[src/buck_setpoint_pkg.sv]
// Constants for the buck regulator set-point register bank.
// Assumes an I2C slave elsewhere delivers decoded register reads and writes.
package buck_setpoint_pkg;
    localparam logic [7:0] ADDR_NORMAL     = 8'h35;
    localparam logic [7:0] ADDR_STANDBY    = 8'h36;
    localparam logic [7:0] ADDR_SLEEP      = 8'h37;
    localparam int         CODE_MSB        = 5;
    localparam int         RANGE_BIT       = 6;
    localparam logic [5:0] CODE_RESET      = 6'h00;
    localparam logic       RANGE_RESET     = 1'b0;
    localparam logic [6:0] MAX_VALID_CODE  = 7'h72;
    localparam int         LOW_BASE_MV     = 400;
    localparam int         LOW_STEP_MV     = 25;
    localparam int         HIGH_BASE_MV    = 800;
    localparam int         HIGH_STEP_MV    = 50;

    typedef enum logic [1:0] {
        MODE_NORMAL  = 2'b00,
        MODE_STANDBY = 2'b01,
        MODE_SLEEP   = 2'b10
    } op_mode_t;
endpackage : buck_setpoint_pkg

[src/buck_setpoint_registers.sv]
// Set-point register bank for buck regulator two: three mode registers and voltage decode.
// Assumes register accesses arrive already decoded from the I2C slave on clk.
//
// What this block does
// - The range bit of the normal register is read-only and comes only from default or fuse.
// - With range 0 the code maps to 0.400 V plus 25 mV per step up to 1.975 V.
// - With range 1 the code maps to 0.800 V plus 50 mV per step.
// - Combined codes above 1110010 (3.300 V) are reserved and must not be written; the block still stores such a code and raises reserved_write.
// - Three independent six-bit codes exist and the one for the current mode is applied.
// - At initialisation the normal range bit is copied into standby and sleep range bits.
// - The registers sit at 0x35, 0x36 and 0x37, with bit 7 unused.
`timescale 1ns/1ns
module buck_setpoint_registers (
    // Clock and reset
    input  wire logic       clk,
    input  wire logic       reset,
    // Fuse configuration
    input  wire logic       fuse_valid,
    input  wire logic       fuse_range,
    // Register access
    input  wire logic       reg_wr,
    input  wire logic       reg_rd,
    input  wire logic [7:0] reg_addr,
    input  wire logic [7:0] reg_wdata,
    output logic      [7:0] reg_rdata,
    output logic            reg_hit,
    output logic            reserved_write,
    // Operating mode
    input  wire logic [1:0] op_mode,
    // Applied set point
    output logic      [6:0] applied_code,
    output logic     [11:0] applied_mv
);
    logic [5:0]  normal_code_q;
    logic [5:0]  standby_code_q;
    logic [5:0]  sleep_code_q;
    logic        range_q;
    logic        standby_range_q;
    logic        sleep_range_q;
    logic        init_done_q;
    logic [6:0]  sel_code_d;
    logic [11:0] mv_d;

    function automatic logic [1:0] decode_addr(input logic [7:0] a);
        if (a == buck_setpoint_pkg::ADDR_NORMAL) begin
            return 2'h1;
        end else if (a == buck_setpoint_pkg::ADDR_STANDBY) begin
            return 2'h2;
        end else if (a == buck_setpoint_pkg::ADDR_SLEEP) begin
            return 2'h3;
        end else begin
            return 2'h0;
        end
    endfunction : decode_addr

    always_ff @(posedge clk) begin
        if (reset) begin
            range_q     <= buck_setpoint_pkg::RANGE_RESET;
            init_done_q <= 1'b0;
        end else if (!init_done_q) begin
            range_q     <= fuse_valid ? fuse_range : buck_setpoint_pkg::RANGE_RESET;
            init_done_q <= 1'b1;
        end
    end

    always_ff @(posedge clk) begin
        if (reset) begin
            standby_range_q <= buck_setpoint_pkg::RANGE_RESET;
            sleep_range_q   <= buck_setpoint_pkg::RANGE_RESET;
        end else if (!init_done_q) begin
            standby_range_q <= fuse_valid ? fuse_range : buck_setpoint_pkg::RANGE_RESET;
            sleep_range_q   <= fuse_valid ? fuse_range : buck_setpoint_pkg::RANGE_RESET;
        end
    end

    // independent codes; range bits not written
    always_ff @(posedge clk) begin
        if (reset) begin
            normal_code_q  <= buck_setpoint_pkg::CODE_RESET;
            standby_code_q <= buck_setpoint_pkg::CODE_RESET;
            sleep_code_q   <= buck_setpoint_pkg::CODE_RESET;
        end else if (reg_wr) begin
            case (decode_addr(reg_addr))
                2'h1: normal_code_q  <= reg_wdata[buck_setpoint_pkg::CODE_MSB:0];
                2'h2: standby_code_q <= reg_wdata[buck_setpoint_pkg::CODE_MSB:0];
                2'h3: sleep_code_q   <= reg_wdata[buck_setpoint_pkg::CODE_MSB:0];
                default: ;
            endcase
        end
    end

    always_ff @(posedge clk) begin
        if (reset) begin
            reg_rdata <= 8'h00;
        end else if (reg_rd) begin
            case (decode_addr(reg_addr))
                2'h1: reg_rdata <= {1'b0, range_q, normal_code_q};
                2'h2: reg_rdata <= {1'b0, standby_range_q, standby_code_q};
                2'h3: reg_rdata <= {1'b0, sleep_range_q, sleep_code_q};
                default: reg_rdata <= 8'h00;
            endcase
        end
    end

    assign reg_hit = (decode_addr(reg_addr) != 2'h0);

    always_ff @(posedge clk) begin
        if (reset) begin
            reserved_write <= 1'b0;
        end else begin
            reserved_write <= reg_wr && reg_hit && range_q &&
                ({1'b1, reg_wdata[5:0]} > buck_setpoint_pkg::MAX_VALID_CODE);
        end
    end

    always_comb begin
        case (op_mode)
            buck_setpoint_pkg::MODE_STANDBY: sel_code_d = {standby_range_q, standby_code_q};
            buck_setpoint_pkg::MODE_SLEEP:   sel_code_d = {sleep_range_q, sleep_code_q};
            default:                         sel_code_d = {range_q, normal_code_q};
        endcase
    end

    always_comb begin
        if (sel_code_d[buck_setpoint_pkg::RANGE_BIT]) begin
            mv_d = 12'(buck_setpoint_pkg::HIGH_BASE_MV
                       + buck_setpoint_pkg::HIGH_STEP_MV * int'(sel_code_d[5:0]));
        end else begin
            mv_d = 12'(buck_setpoint_pkg::LOW_BASE_MV
                       + buck_setpoint_pkg::LOW_STEP_MV * int'(sel_code_d[5:0]));
        end
    end

    always_ff @(posedge clk) begin
        if (reset) begin
            applied_code <= 7'h00;
            applied_mv   <= 12'h190;
        end else begin
            applied_code <= sel_code_d;
            applied_mv   <= mv_d;
        end
    end

    // Assertions
    property p_range_stable;
        @(posedge clk) disable iff (reset)
        init_done_q && $past(init_done_q) |-> $stable(range_q);
    endproperty
    a_range_stable: assert property (p_range_stable) else $error("range bit changed");

    property p_copy;
        @(posedge clk) disable iff (reset)
        init_done_q |-> (standby_range_q == range_q) && (sleep_range_q == range_q);
    endproperty
    a_copy: assert property (p_copy) else $error("range bits differ");

    property p_low_mv;
        @(posedge clk) disable iff (reset)
        !sel_code_d[6] |=> applied_mv == 12'(400 + 25 * int'($past(sel_code_d[5:0])));
    endproperty
    a_low_mv: assert property (p_low_mv) else $error("low range decode wrong");

    property p_high_mv;
        @(posedge clk) disable iff (reset)
        sel_code_d[6] |=> applied_mv == 12'(800 + 50 * int'($past(sel_code_d[5:0])));
    endproperty
    a_high_mv: assert property (p_high_mv) else $error("high range decode wrong");

    property p_write_norm;
        @(posedge clk) disable iff (reset)
        reg_wr && reg_addr == 8'h35 |=> normal_code_q == $past(reg_wdata[5:0]);
    endproperty
    a_write_norm: assert property (p_write_norm) else $error("normal write lost");

    property p_readback;
        @(posedge clk) disable iff (reset)
        reg_rd && reg_addr == 8'h36 ##0 !reg_wr
            |=> reg_rdata == {1'b0, standby_range_q, standby_code_q};
    endproperty
    a_readback: assert property (p_readback) else $error("standby read wrong");

    property p_range_wr;
        @(posedge clk) disable iff (reset)
        init_done_q && reg_wr |=> sleep_range_q == $past(sleep_range_q);
    endproperty
    a_range_wr: assert property (p_range_wr) else $error("range bit written");

    property p_reserved;
        @(posedge clk) disable iff (reset)
        reg_wr && reg_hit && range_q && reg_wdata[5:0] > 6'h32 |=> reserved_write;
    endproperty
    a_reserved: assert property (p_reserved) else $error("reserved not flagged");

    property p_no_reserved;
        @(posedge clk) disable iff (reset)
        reg_wr && !(reg_hit && range_q && reg_wdata[5:0] > 6'h32) |=> !reserved_write;
    endproperty
    a_no_reserved: assert property (p_no_reserved) else $error("valid code flagged");

    property p_fuse_init;
        @(posedge clk) disable iff (reset)
        !init_done_q |=> range_q == $past(fuse_valid && fuse_range);
    endproperty
    a_fuse_init: assert property (p_fuse_init) else $error("range not from fuse");

    property p_unmapped;
        @(posedge clk) disable iff (reset)
        reg_rd && !reg_hit |=> reg_rdata == 8'h00;
    endproperty
    a_unmapped: assert property (p_unmapped) else $error("unmapped read not zero");

    property p_mode_apply;
        @(posedge clk) disable iff (reset)
        op_mode == buck_setpoint_pkg::MODE_STANDBY
            |=> applied_code == $past({standby_range_q, standby_code_q});
    endproperty
    a_mode_apply: assert property (p_mode_apply) else $error("standby code not applied");

    c_sleep: cover property (@(posedge clk) op_mode == 2'b10 ##1 applied_code == sel_code_d);
    c_high: cover property (@(posedge clk) applied_code[6]);
    c_resv: cover property (@(posedge clk) reserved_write);
    c_unmapped: cover property (@(posedge clk) reg_rd && !reg_hit);
endmodule : buck_setpoint_registers

[config.mk]
export PLATFORM = sky130hd
export DESIGN_NAME = buck_setpoint_registers
export DESIGN_NICKNAME = d
export VERILOG_FILES = /design/src/buck_setpoint_pkg.sv /design/src/buck_setpoint_registers.sv
export SDC_FILE = /design/constraint.sdc
export NUM_CORES = 1
export LEC_CHECK = 0
export BUFFER_PORTS_ARGS = -buffer_cell sky130_fd_sc_hd__buf_4
export CAP_MARGIN = 20
export CELL_PAD_IN_SITES_DETAIL_PLACEMENT = 0
export CELL_PAD_IN_SITES_GLOBAL_PLACEMENT = 1
export CORE_UTILIZATION = 43
export DETAILED_ROUTE_END_ITERATION = 12
export GPL_ROUTABILITY_DRIVEN = 1
export PLACE_DENSITY_LB_ADDON = 0.1
export SLEW_MARGIN = 25
export SYNTH_ARGS = -nofsm -noshare
export SYNTH_HDL_FRONTEND = slang
export SYNTH_SLANG_ARGS = --single-unit
[constraint.sdc]
create_clock -name clk -period 4.01 [get_ports clk]
set_input_delay 0 -clock clk [delete_from_list [all_inputs] [get_ports clk]]
set_output_delay 0 -clock clk [all_outputs]
set_load 0.1 [all_outputs]
# Word level (Yosys, flattened, before mapping)
# Index checks and enable logic that the tools add are counted.
word_totals:
  ff_bits: 48
  in_bits: 24
  output_inout_bits: 29
  elab_cells: 44
classes:
  n_addsub: 2
  mul: 2
  order_cmp: 1
  n_eq_ne: 11
  muxes: 12
  n_reduce_logical: 7
op_table:
  columns: ["op", "count"]
  rows:
  - ["$eq 8x6->1 const B", 3]
  - ["$mul 5x6->11 const A", 2]
  - ["$pmux 7 s3", 1]
  - ["$mux 2", 7]
  - ["$add 10x12->12 const A", 1]
  - ["$add 9x11->12 const A", 1]
  - ["$mux 12", 1]
  - ["$pmux 6 s2", 1]
  - ["$eq 2x2->1 const B", 5]
  - ["$gt 7x7->1 const B", 1]
  - ["$eq 2x1->1 const B", 3]
  - ["$reduce_and 2->1", 3]
  - ["$logic_and 1x1->1", 3]
  - ["$mux 1", 2]
  - ["$reduce_bool 2->1", 1]

# Depth between registers and ports, before layout
# Gate-level depths: netlist of the first run.
logic_depth:
  ltp_word: 8
  depth_mapped: 19
  depth_no_buf: 19

# Least setup slack after synthesis of the first run
# Ideal clock, no wire load.
synth_path:
  path_kind: "input to register"
  startpoint: "input op_mode[0]"
  endpoint: "register applied_mv[11]"
  setup_ns: 0.117
  arrival_ns: 3.287
  t_required_ns: 3.893
  slack_ns: 0.606
  stages: 15
  n_path_buf: 1
  path_cell_list: "inv_1 ha_1 clkbuf_1 nor2_1 a21oi_1 inv_1 ha_1 ha_1 ha_1 ha_1 or4b_4 o311ai_2 o21ai_1 xnor2_1 o2bb2ai_1"
synth_between:
  elab_chain_len: 5
  word_cells_on_any_way: 8
  classes_between: "add/sub (2); mul (2); eq/ne (2); mux (2)"
synth_rtl:
  columns: ["element", "line_no", "rtl"]
  rows:
  - ["from (decl)", "buck_setpoint_registers.sv:29", "input wire logic [1:0] op_mode,"]
  - ["$eq 2x2->1 / $eq 2x1->1 (equally long branches)", "buck_setpoint_registers.sv:117", "case (op_mode)"]
  - ["$pmux 6 s2 *", "buck_setpoint_registers.sv:117", null]
  - ["via sel_code_d[4]", "buck_setpoint_registers.sv:41", "logic [6:0] sel_code_d;"]
  - ["$mul 5x6->11", "buck_setpoint_registers.sv:127, buck_setpoint_registers.sv:130", null]
  - ["$add 10x12->12 / $add 9x11->12 (equally long branches)", "buck_setpoint_registers.sv:127, buck_setpoint_registers.sv:130", null]
  - ["$mux 12 *", "buck_setpoint_registers.sv:125", "if (sel_code_d[buck_setpoint_pkg::RANGE_BIT]) begin"]
  - ["to (signal assigned)", "buck_setpoint_registers.sv:140", "applied_mv <= mv_d;"]
  - ["to (decl)", "buck_setpoint_registers.sv:32", "output logic [11:0] applied_mv"]
# Mark *: on every way through the listed nets, which the timed path passes. The rest lies on a longest branch.
# A chain may end at the register's enable or synchronous reset.

# Worst setup path in the final report of the first run
layout_path:
  startpoint: "register sleep_code_q[2]"
  endpoint: "register applied_mv[10]"
layout_between:
  elab_chain_len: 4
  word_cells_on_any_way: 6
  classes_between: "add/sub (2); mul (2); mux (2)"
layout_rtl:
  columns: ["element", "line_no", "rtl"]
  rows:
  - ["from (decl)", "buck_setpoint_registers.sv:36", "logic [5:0] sleep_code_q;"]
  - ["from (signal assigned)", "buck_setpoint_registers.sv:81", "sleep_code_q <= buck_setpoint_pkg::CODE_RESET;"]
  - ["from (signal assigned)", "buck_setpoint_registers.sv:86", "2'h3: sleep_code_q <= reg_wdata[buck_setpoint_pkg::CODE_MSB:0];"]
  - ["$pmux 6 s2 *", "buck_setpoint_registers.sv:117", null]
  - ["via sel_code_d[2]", "buck_setpoint_registers.sv:41", null]
  - ["$mul 5x6->11", "buck_setpoint_registers.sv:127, buck_setpoint_registers.sv:130", null]
  - ["$add 10x12->12 / $add 9x11->12 (equally long branches)", "buck_setpoint_registers.sv:127, buck_setpoint_registers.sv:130", null]
  - ["$mux 12 *", "buck_setpoint_registers.sv:125", null]
# Marks and branches as above.

==> summary by stage, run 1 <==
Status
The run finished with clean final reports.

Timing
The least setup slack across all paths after layout is 364 ps. The number of endpoints with negative hold slack in the final report was 0. The time the final worst path needs with I/O delays and setup is around 3600 ps. At the pin with the least slew margin, the transition time is approximately 770 ps. The worst hold margin is 22.6 ps. The count of final max-slew check failures is 0. The clock arrives with 9.46 ps of skew. For the final routed database, the setup TNS stands at 0 ps.

The relative slew slack is 0.485. Dividing the final minimum period by the clock period gives 0.909. Setup violations remaining at the end of the flow were counted as 0. Setup repair after global routing left no endpoint under its margin. The maximum achievable frequency is about 0.27 GHz.

Synthesis
The mean post-synth cell area is just over 9 um2. The share of the Yosys chip area taken by registers is 0.318. The synthesized design contains 47 register bits. The synthesized instance count is 320. The number of unique standard cell types used by synthesis is 47. The synthesized design contains 0 enable-type register cells. The synthesized netlist net count is 393. For this run, asynchronously set or reset flops after synthesis account for 0. Among all flip-flop cells after synthesis, the most frequent one is dfxtp_1. The total number of yosys warnings is 0. The synthesized netlist occupies a cell area of ~3000 um2.

Clocking
In this run, post-CTS repair resized a total of 0 instances. For the worst-skew pair, the clock arrives at the later sink with an insertion delay of ~300 ps. The tree is rooted in a clkbuf_8. The deepest level of the CTS H-tree is 2. The clock slew at the register clock pins of the worst setup and hold paths is about 90 ps.

No sink is reached through more buffers than the 2 on the longest clock path. The clock tree from TritonCTS is built. Clock tree synthesis found a total of 47 sinks.

The clock buffer count from CTS is 5.

Floorplanning
The number of rows in the core area is 29. The die covers a little over 7000 um2. The area of the core is 6490 um2. In this run the vertical extent of the chip is ~85 um. The number of primary I/O pins is 53.

The effective utilization at floorplan is 0.456. The floorplan step set the die width to ~85 um.

Routing
Dividing the detail-routed wire length by the instance count gives approximately 14 um. The residual DRC count is 0. The wire length reported by the detailed router is about 6200 um.

After detailed routing, the number of vias per cell comes to around 5.2. In this run, the number of DRC markers left after iteration 0 of detailed routing was 87. The routed layout has around 2300 vias.

The pre-antenna-repair detailed-routing pass consisted of 4 iterations. The count of nets left with antenna violations once routing finished came out at 0.

Global route
The initial antenna violation count is 0. Across every metal layer, demand over resource in global routing totals 0.185. The total congestion overflow is 0. The maximum number of pins on one net before global-route repair is 41. The via count of the first global-routing pass is between 2000 and 2500.

The first-pass GRT wire length is approximately 10000 um.

Placed design
The count of buffers from port buffering is 49. Prior to clock tree synthesis, the placed netlist has a worst setup slack of around 190 ps. The area after detailed placement is around 3400 um2.

The HPWL after detailed placement is roughly 5000 um. The congestion estimate from routability-driven global placement came to around 0.75. The number of placed instances, taps included is around 440.

Pwr
The worst ir drop on vdd is roughly 150 uV. Overall power consumption after layout is estimated at ~0.85 mW. For this design the static power due to leakage is about 1.7 nW. Power spread over the standard cell area amounts to around 240 nW/um2.

Setup path
The data arrival time of the critical path is between 3000 and 4000 ps. The setup path with the least slack is of type flip-flop to flip-flop. The worst register-to-register path begins at sleep_code_q[2]$_SDFFE_PP0P_.

STA classifies the critical path startpoint as a flip-flop. The kind of end point of the critical path is a flip-flop. The required arrival time at the worst endpoint is 4210 ps.

Along the worst path, the maximum fanout reaches 5. In this run the worst setup path begins at sleep_code_q[2]$_SDFFE_PP0P_.

Finish
The fill cell instance count of the final layout is around 620. The area growth from synthesis to layout is 19.8%. The number of antenna diodes in the final layout is 0.

The final net count is ~450. The area taken by flip-flops and latches is roughly 940 um2. The number of standard cells in the layout, taps in and fillers out is 450.

Once layout is complete, the utilization of the core stands at 0.547. The final design area excluding fillers is around 3500 um2. Of the cells placed in the final design, the portion with a size suffix greater than 1 is 0.201. The area of the multi-input gates is ~1900 um2.

Flow run
Max-cap violations in this run came to 0.

Hold path
The tightest min-delay check is of the input port to flip-flop type. The worst hold path begins at reg_rd.
[worst max-delay path, cell delays in order (launching register included)]
cell,delay (ps)
dfxtp_1,360
a22oi_1,90
o21ai_0,510
ha_1,380
ha_1,310
ha_1,310
inv_1,60
fa_1,460
nor2b_1,170
o22ai_1,120
xnor2_1,310
nor3_2,90
xnor2_1,150
a2bb2o_4,220
[report_power, final]
part	switching [mW]	internal, mW	total (mW)
clock network	0.165	0.139	0.304
logic	0.0470	0.0288	0.0758
registers	0.00321	0.469	0.472
total	0.215	0.637	0.852
[cells in the mapped netlist (2+ instances only)]
cell type	number	share of area
a211oi_1	4	0.010
a21o_1	4	0.010
a21oi_1	17	0.029
a22o_1	6	0.018
a22oi_1	6	0.015
and2_1	2	0.0042
and3_1	2	0.0042
buf_1	3	0.0038
buf_2	2	0.0034
clkbuf_1	6	0.0076
dfxtp_1	47	0.32
fa_1	3	0.020
ha_1	46	0.19
inv_1	25	0.032
mux2_2	6	0.023
mux2i_1	23	0.078
nand2_1	8	0.010
nand2b_1	9	0.019
nand3_1	9	0.015
nor2_1	41	0.052
nor2_4	2	0.0076
nor2b_1	5	0.011
nor3_1	2	0.0034
nor3b_1	2	0.0051
o21ai_0	6	0.010
o21ai_1	3	0.0051
or2_2	2	0.0042
xnor2_1	8	0.024
xor2_1	3	0.0089
[cell usage in the layout (no fill, tap or decap), drive strengths merged, types with 4 or more instances in the layout]
cell type    Yosys  routed
dlygate4sd3      0       6
a22oi            6       6
nand2b           9       9
nor2b            5       5
a211oi           4       4
clkbuf           6       6
ha              46      46
inv             25      26
nand3           10      10
xnor2            8       8
nor2            44      44
dfxtp           47      47
buf              6      52
mux2             6       6
a21oi           17      17
o21ai            9       9
mux2i           23      23
a21o             4       4
a22o             6       6
nand2            8       8
[path summary, 6_finish.rpt]
path / to / slack, ps / cells after the start
worst max-delay path: applied_mv[10]$_SDFF_PP0_ / 360 / 13
worst min-delay path: reg_rdata[2]$_SDFFE_PP0P_ / 20 / 3
worst max register to register: applied_mv[10]$_SDFF_PP0_ / 360 / 13
worst min register to register: reg_rdata[0]$_SDFFE_PP0P_ / 470 / 2
[routing by layer]
layer | track usage | vias to the layer above | wire length (um)
met1 | 0.260 | 1071 | 3230
met3 | 0.0379 | 5 | 218
li1 | - | 1216 | -
met2 | 0.294 | 41 | 2740
met4 | 0.0416 | 0 | 55
met5 | 0 | - | 0
[layout make-up]
type,instances,share of cell area
inverters,25,0.0264
multi-input cells,236,0.529
well taps,77,0.0271
repair buffers,58,0.127
clock inverters,1,0.00247
clock buffers,6,0.0233
flip-flops and latches,47,0.265
[cells by family (layout without fill, tap and decap cells)]
kind of cell / after synthesis / count (layout) / share of synthesized area
other: 1 / 1 / 0.00127
muxes: 29 / 29 / 0.101
DFF: 47 / 47 / 0.318
buffers and inverters: 37 / 90 / 0.0490
AOI/OAI and AO/OA: 55 / 55 / 0.128
adders and majority gates: 49 / 49 / 0.215
and+or+nand+nor: 91 / 91 / 0.156
xor gates and xnor gates: 11 / 11 / 0.0325
[timing repair]
action,in CTS,in global routing
endpoints found under the hold margin,18,0
buffers inserted,0,0
hold buffers,6,0
[state kept, by name, summed over array words and instances, names as in the netlist]
name,flops
applied_mv,12
applied_code,7
reg_rdata,7
normal_code_q,6
sleep_code_q,6
standby_code_q,6
init_done_q,1
reserved_write,1
sleep_range_q,1
Note: power is estimated with default switching activity, not from simulation.
==> run 2, diff against run 1 <==
Settings changed: CELL_PAD_IN_SITES_DETAIL_PLACEMENT 0 to unset, CELL_PAD_IN_SITES_GLOBAL_PLACEMENT 1 to unset, CORE_UTILIZATION 43 to 45, CTS_BUF_LIST set to sky130_fd_sc_hd__clkbuf_4, PLACE_DENSITY set to 0.67, PLACE_DENSITY_LB_ADDON 0.1 to unset.
==> summary by stage, run 2 (synthesis results as in run 1) <==
Status
The flow ran to the end, and the final reports show no timing, DRC or antenna violations.

Timing
The number of endpoints with negative hold slack in the final report was 0. In the finished design, the share of the clock period the worst path needs comes to 0.884. Headroom to the max-slew limit came out at 0.512. The final setup TNS is 0 ps. The time the final worst path needs with I/O delays and setup is roughly 3500 ps.

Setup repair after global routing left no endpoint under its margin. The actual slew at the worst max-slew pin is between 700 and 800 ps. The count of final max-slew check failures is 0. Derived from the worst setup path, the maximum achievable clock frequency is between 0.2 and 0.3 GHz. The final-report setup violation count is 0. The worst clock skew is around 14 ps.

Floorplanning
The number of primary I/O pins is 53. The die width is 83.1 um. The number of rows in the core area is 29. The area of the core is between 6000 and 7000 um2. For this configuration, the core starts out at a cell density of 0.467.

The die height is between 80 and 90 um. The die area is ~6900 um2.

Setup path
The kind of end point of the critical path is a flip-flop. The category of the worst setup path launch point is a flip-flop. The largest fanout on the critical path is 5. The critical path class is flip-flop to flip-flop. STA puts the critical path data required time at between 4000 and 5000 ps.

At the worst endpoint, the arrival time is just under 4000 ps.

Hold path
The path type of the worst min-delay path is input port to flip-flop.

Placed design
The count of buffers from port buffering is between 40 and 50. The half-perimeter wire length after detailed placement is between 4000 and 5000 um. The routability-driven placement congestion ratio is just over 0.8. The area after detailed placement is about 3400 um2.

Finish
The leading cell type in the layout, fill and taps excluded is buf_4. More flip-flops sit in one register than any other, and that register is applied_mv. The finished cells cover 3630 um2. Leaving out fill and tap cells, the most frequent cells in the layout are buf_4, dfxtp_1, ha_1. The number of antenna diodes in the final layout is 0.

In the final layout, the registers with the most flip-flops are applied_mv x12, applied_code x7, reg_rdata x7. Of the cells placed in the final design, the portion with a size suffix greater than 1 is 0.206. The net count of the finished layout is between 400 and 500. Compared with the post-synthesis result, the final layout area differs by 22.4%. The area of the multi-input gates is around 1900 um2.

Across the whole layout, storage elements account for 941 um2. The fill cell instance count of the final layout is between 500 and 600. The register with the most flip-flops in the layout has 12 of them.

Pwr
In this run the static leakage power is between 1.5 and 2 nW. The combinational power share is 0.096. The switching share of power is 0.261.

In this run the power density over the cells is about 240 nW/um2. The share of total power dissipated in sequential elements is 0.549. Summed over all nets, the switching power comes to about 0.23 mW. The worst ir drop on vdd is about 180 uV.

The relative contribution of the clock network to total power is 0.356. Cell internal power was estimated by the tool at around 0.64 mW.

Routing
The detailed-route wire length per cell is 14.3 um. The total number of vias is 2418. The wire length reported by the detailed router is approximately 6600 um.

The residual DRC count is 0. The vias per cell is 5.26. Before antenna repair, the detailed router went through 4 iterations. The initial DRC count is 67. The detail route stage leaves a number of antenna-violating nets equal to 0.

Clocking
The post-CTS setup repair buffer count is 0. The cell sitting at the root of the clock tree is a clkbuf_4. The number of sinks driven by the clock tree is 47. The number of clock buffers added by TritonCTS is 5. Clock latency on the worst-skew pair, taken at its later pin, is roughly 370 ps.

The clock slew at the register clock pins of the worst setup and hold paths is ~160 ps. The deepest level of the CTS H-tree is 2. The clock tree from TritonCTS is built. The clock passes through at most 2 buffers.

Flow run
The tool flagged a number of max-cap violations equal to 0.

Global route
The initial antenna violation count is 0. The first global-routing pass estimated 11200 um of wire. The global-route usage over all layers is 0.203. The total congestion overflow is 0.

Entering global routing, the biggest net connects 41 pins. The via count of the first global-routing pass is approximately 2300.
==> run 2: path summary, 6_finish.rpt <==
check	start	to	slack (ps)	cells after the start
hold reg to reg	reg_rdata[3]$_SDFFE_PP0P_	reg_rdata[3]$_SDFFE_PP0P_	480	2
setup reg to reg	sleep_code_q[2]$_SDFFE_PP0P_	applied_mv[9]$_SDFF_PP0_	460	15
setup / recovery	sleep_code_q[2]$_SDFFE_PP0P_	applied_mv[9]$_SDFF_PP0_	460	15
hold / removal	reset	applied_code[1]$_SDFF_PP0_	20	2
==> run 2: layout make-up <==
type                    instances  area share
clock buffers                   5      0.0104
clock inverters                 3      0.0131
inverters                      25      0.0259
multi-input cells             236       0.518
flip-flops and latches         47       0.259
well taps                      77      0.0266
repair buffers                 67       0.147
==> run 2: repair_timing <==
action	4_1_cts	5_1_grt
hold endpoints to repair	27	0
resized for setup	0	1
hold buffers	12	0
setup endpoints to repair	0	3
==> run 2: metal layers <==
layer  up-vias  GRT usage  routed length [um]
li1       1233          -                   -
met1      1114      0.272                3150
met2        65      0.324                3020
met3         6     0.0497                 337
met4         0     0.0564                  68
met5         -          0                   0
==> run 2: critical path, cell delays in order (launching register included) <==
cell	delay, ps
dfxtp_1	380
a22oi_1	90
o21ai_1	450
ha_1	370
xnor2_1	180
ha_1	260
ha_1	280
ha_1	170
inv_1	60
fa_1	380
nor2b_1	150
o21ai_0	120
nand2b_1	140
xor2_1	190
mux2i_1	110
nor2_1	140
==> run 2: through the flow <==
stage | power [mW] | util | hold slack, ps | worst slack, ps | std cells
2_1_floorplan | 0.527 | - | 106 | 606 | 320
3_3_place_gp | 0.557 | 0.539 | 273 | 301 | 440
3_5_place_dp | 0.557 | 0.539 | 274 | 163 | 440
4_1_cts | 0.870 | 0.571 | 12.7 | 220 | 460
5_1_grt | 0.900 | 0.571 | 2.16 | 173 | 460
6_report | 0.863 | 0.571 | 23.1 | 464 | 460
==> run 2: power groups by stage <==
stage               clock, mW  sequential [mW]  combinational (mW)
detailed placement          0            0.483              0.0743
global placement            0            0.483              0.0739
global route            0.338            0.474              0.0881
finish                  0.307            0.473              0.0826
CTS                     0.314            0.473              0.0825
floorplan                   0            0.492              0.0344
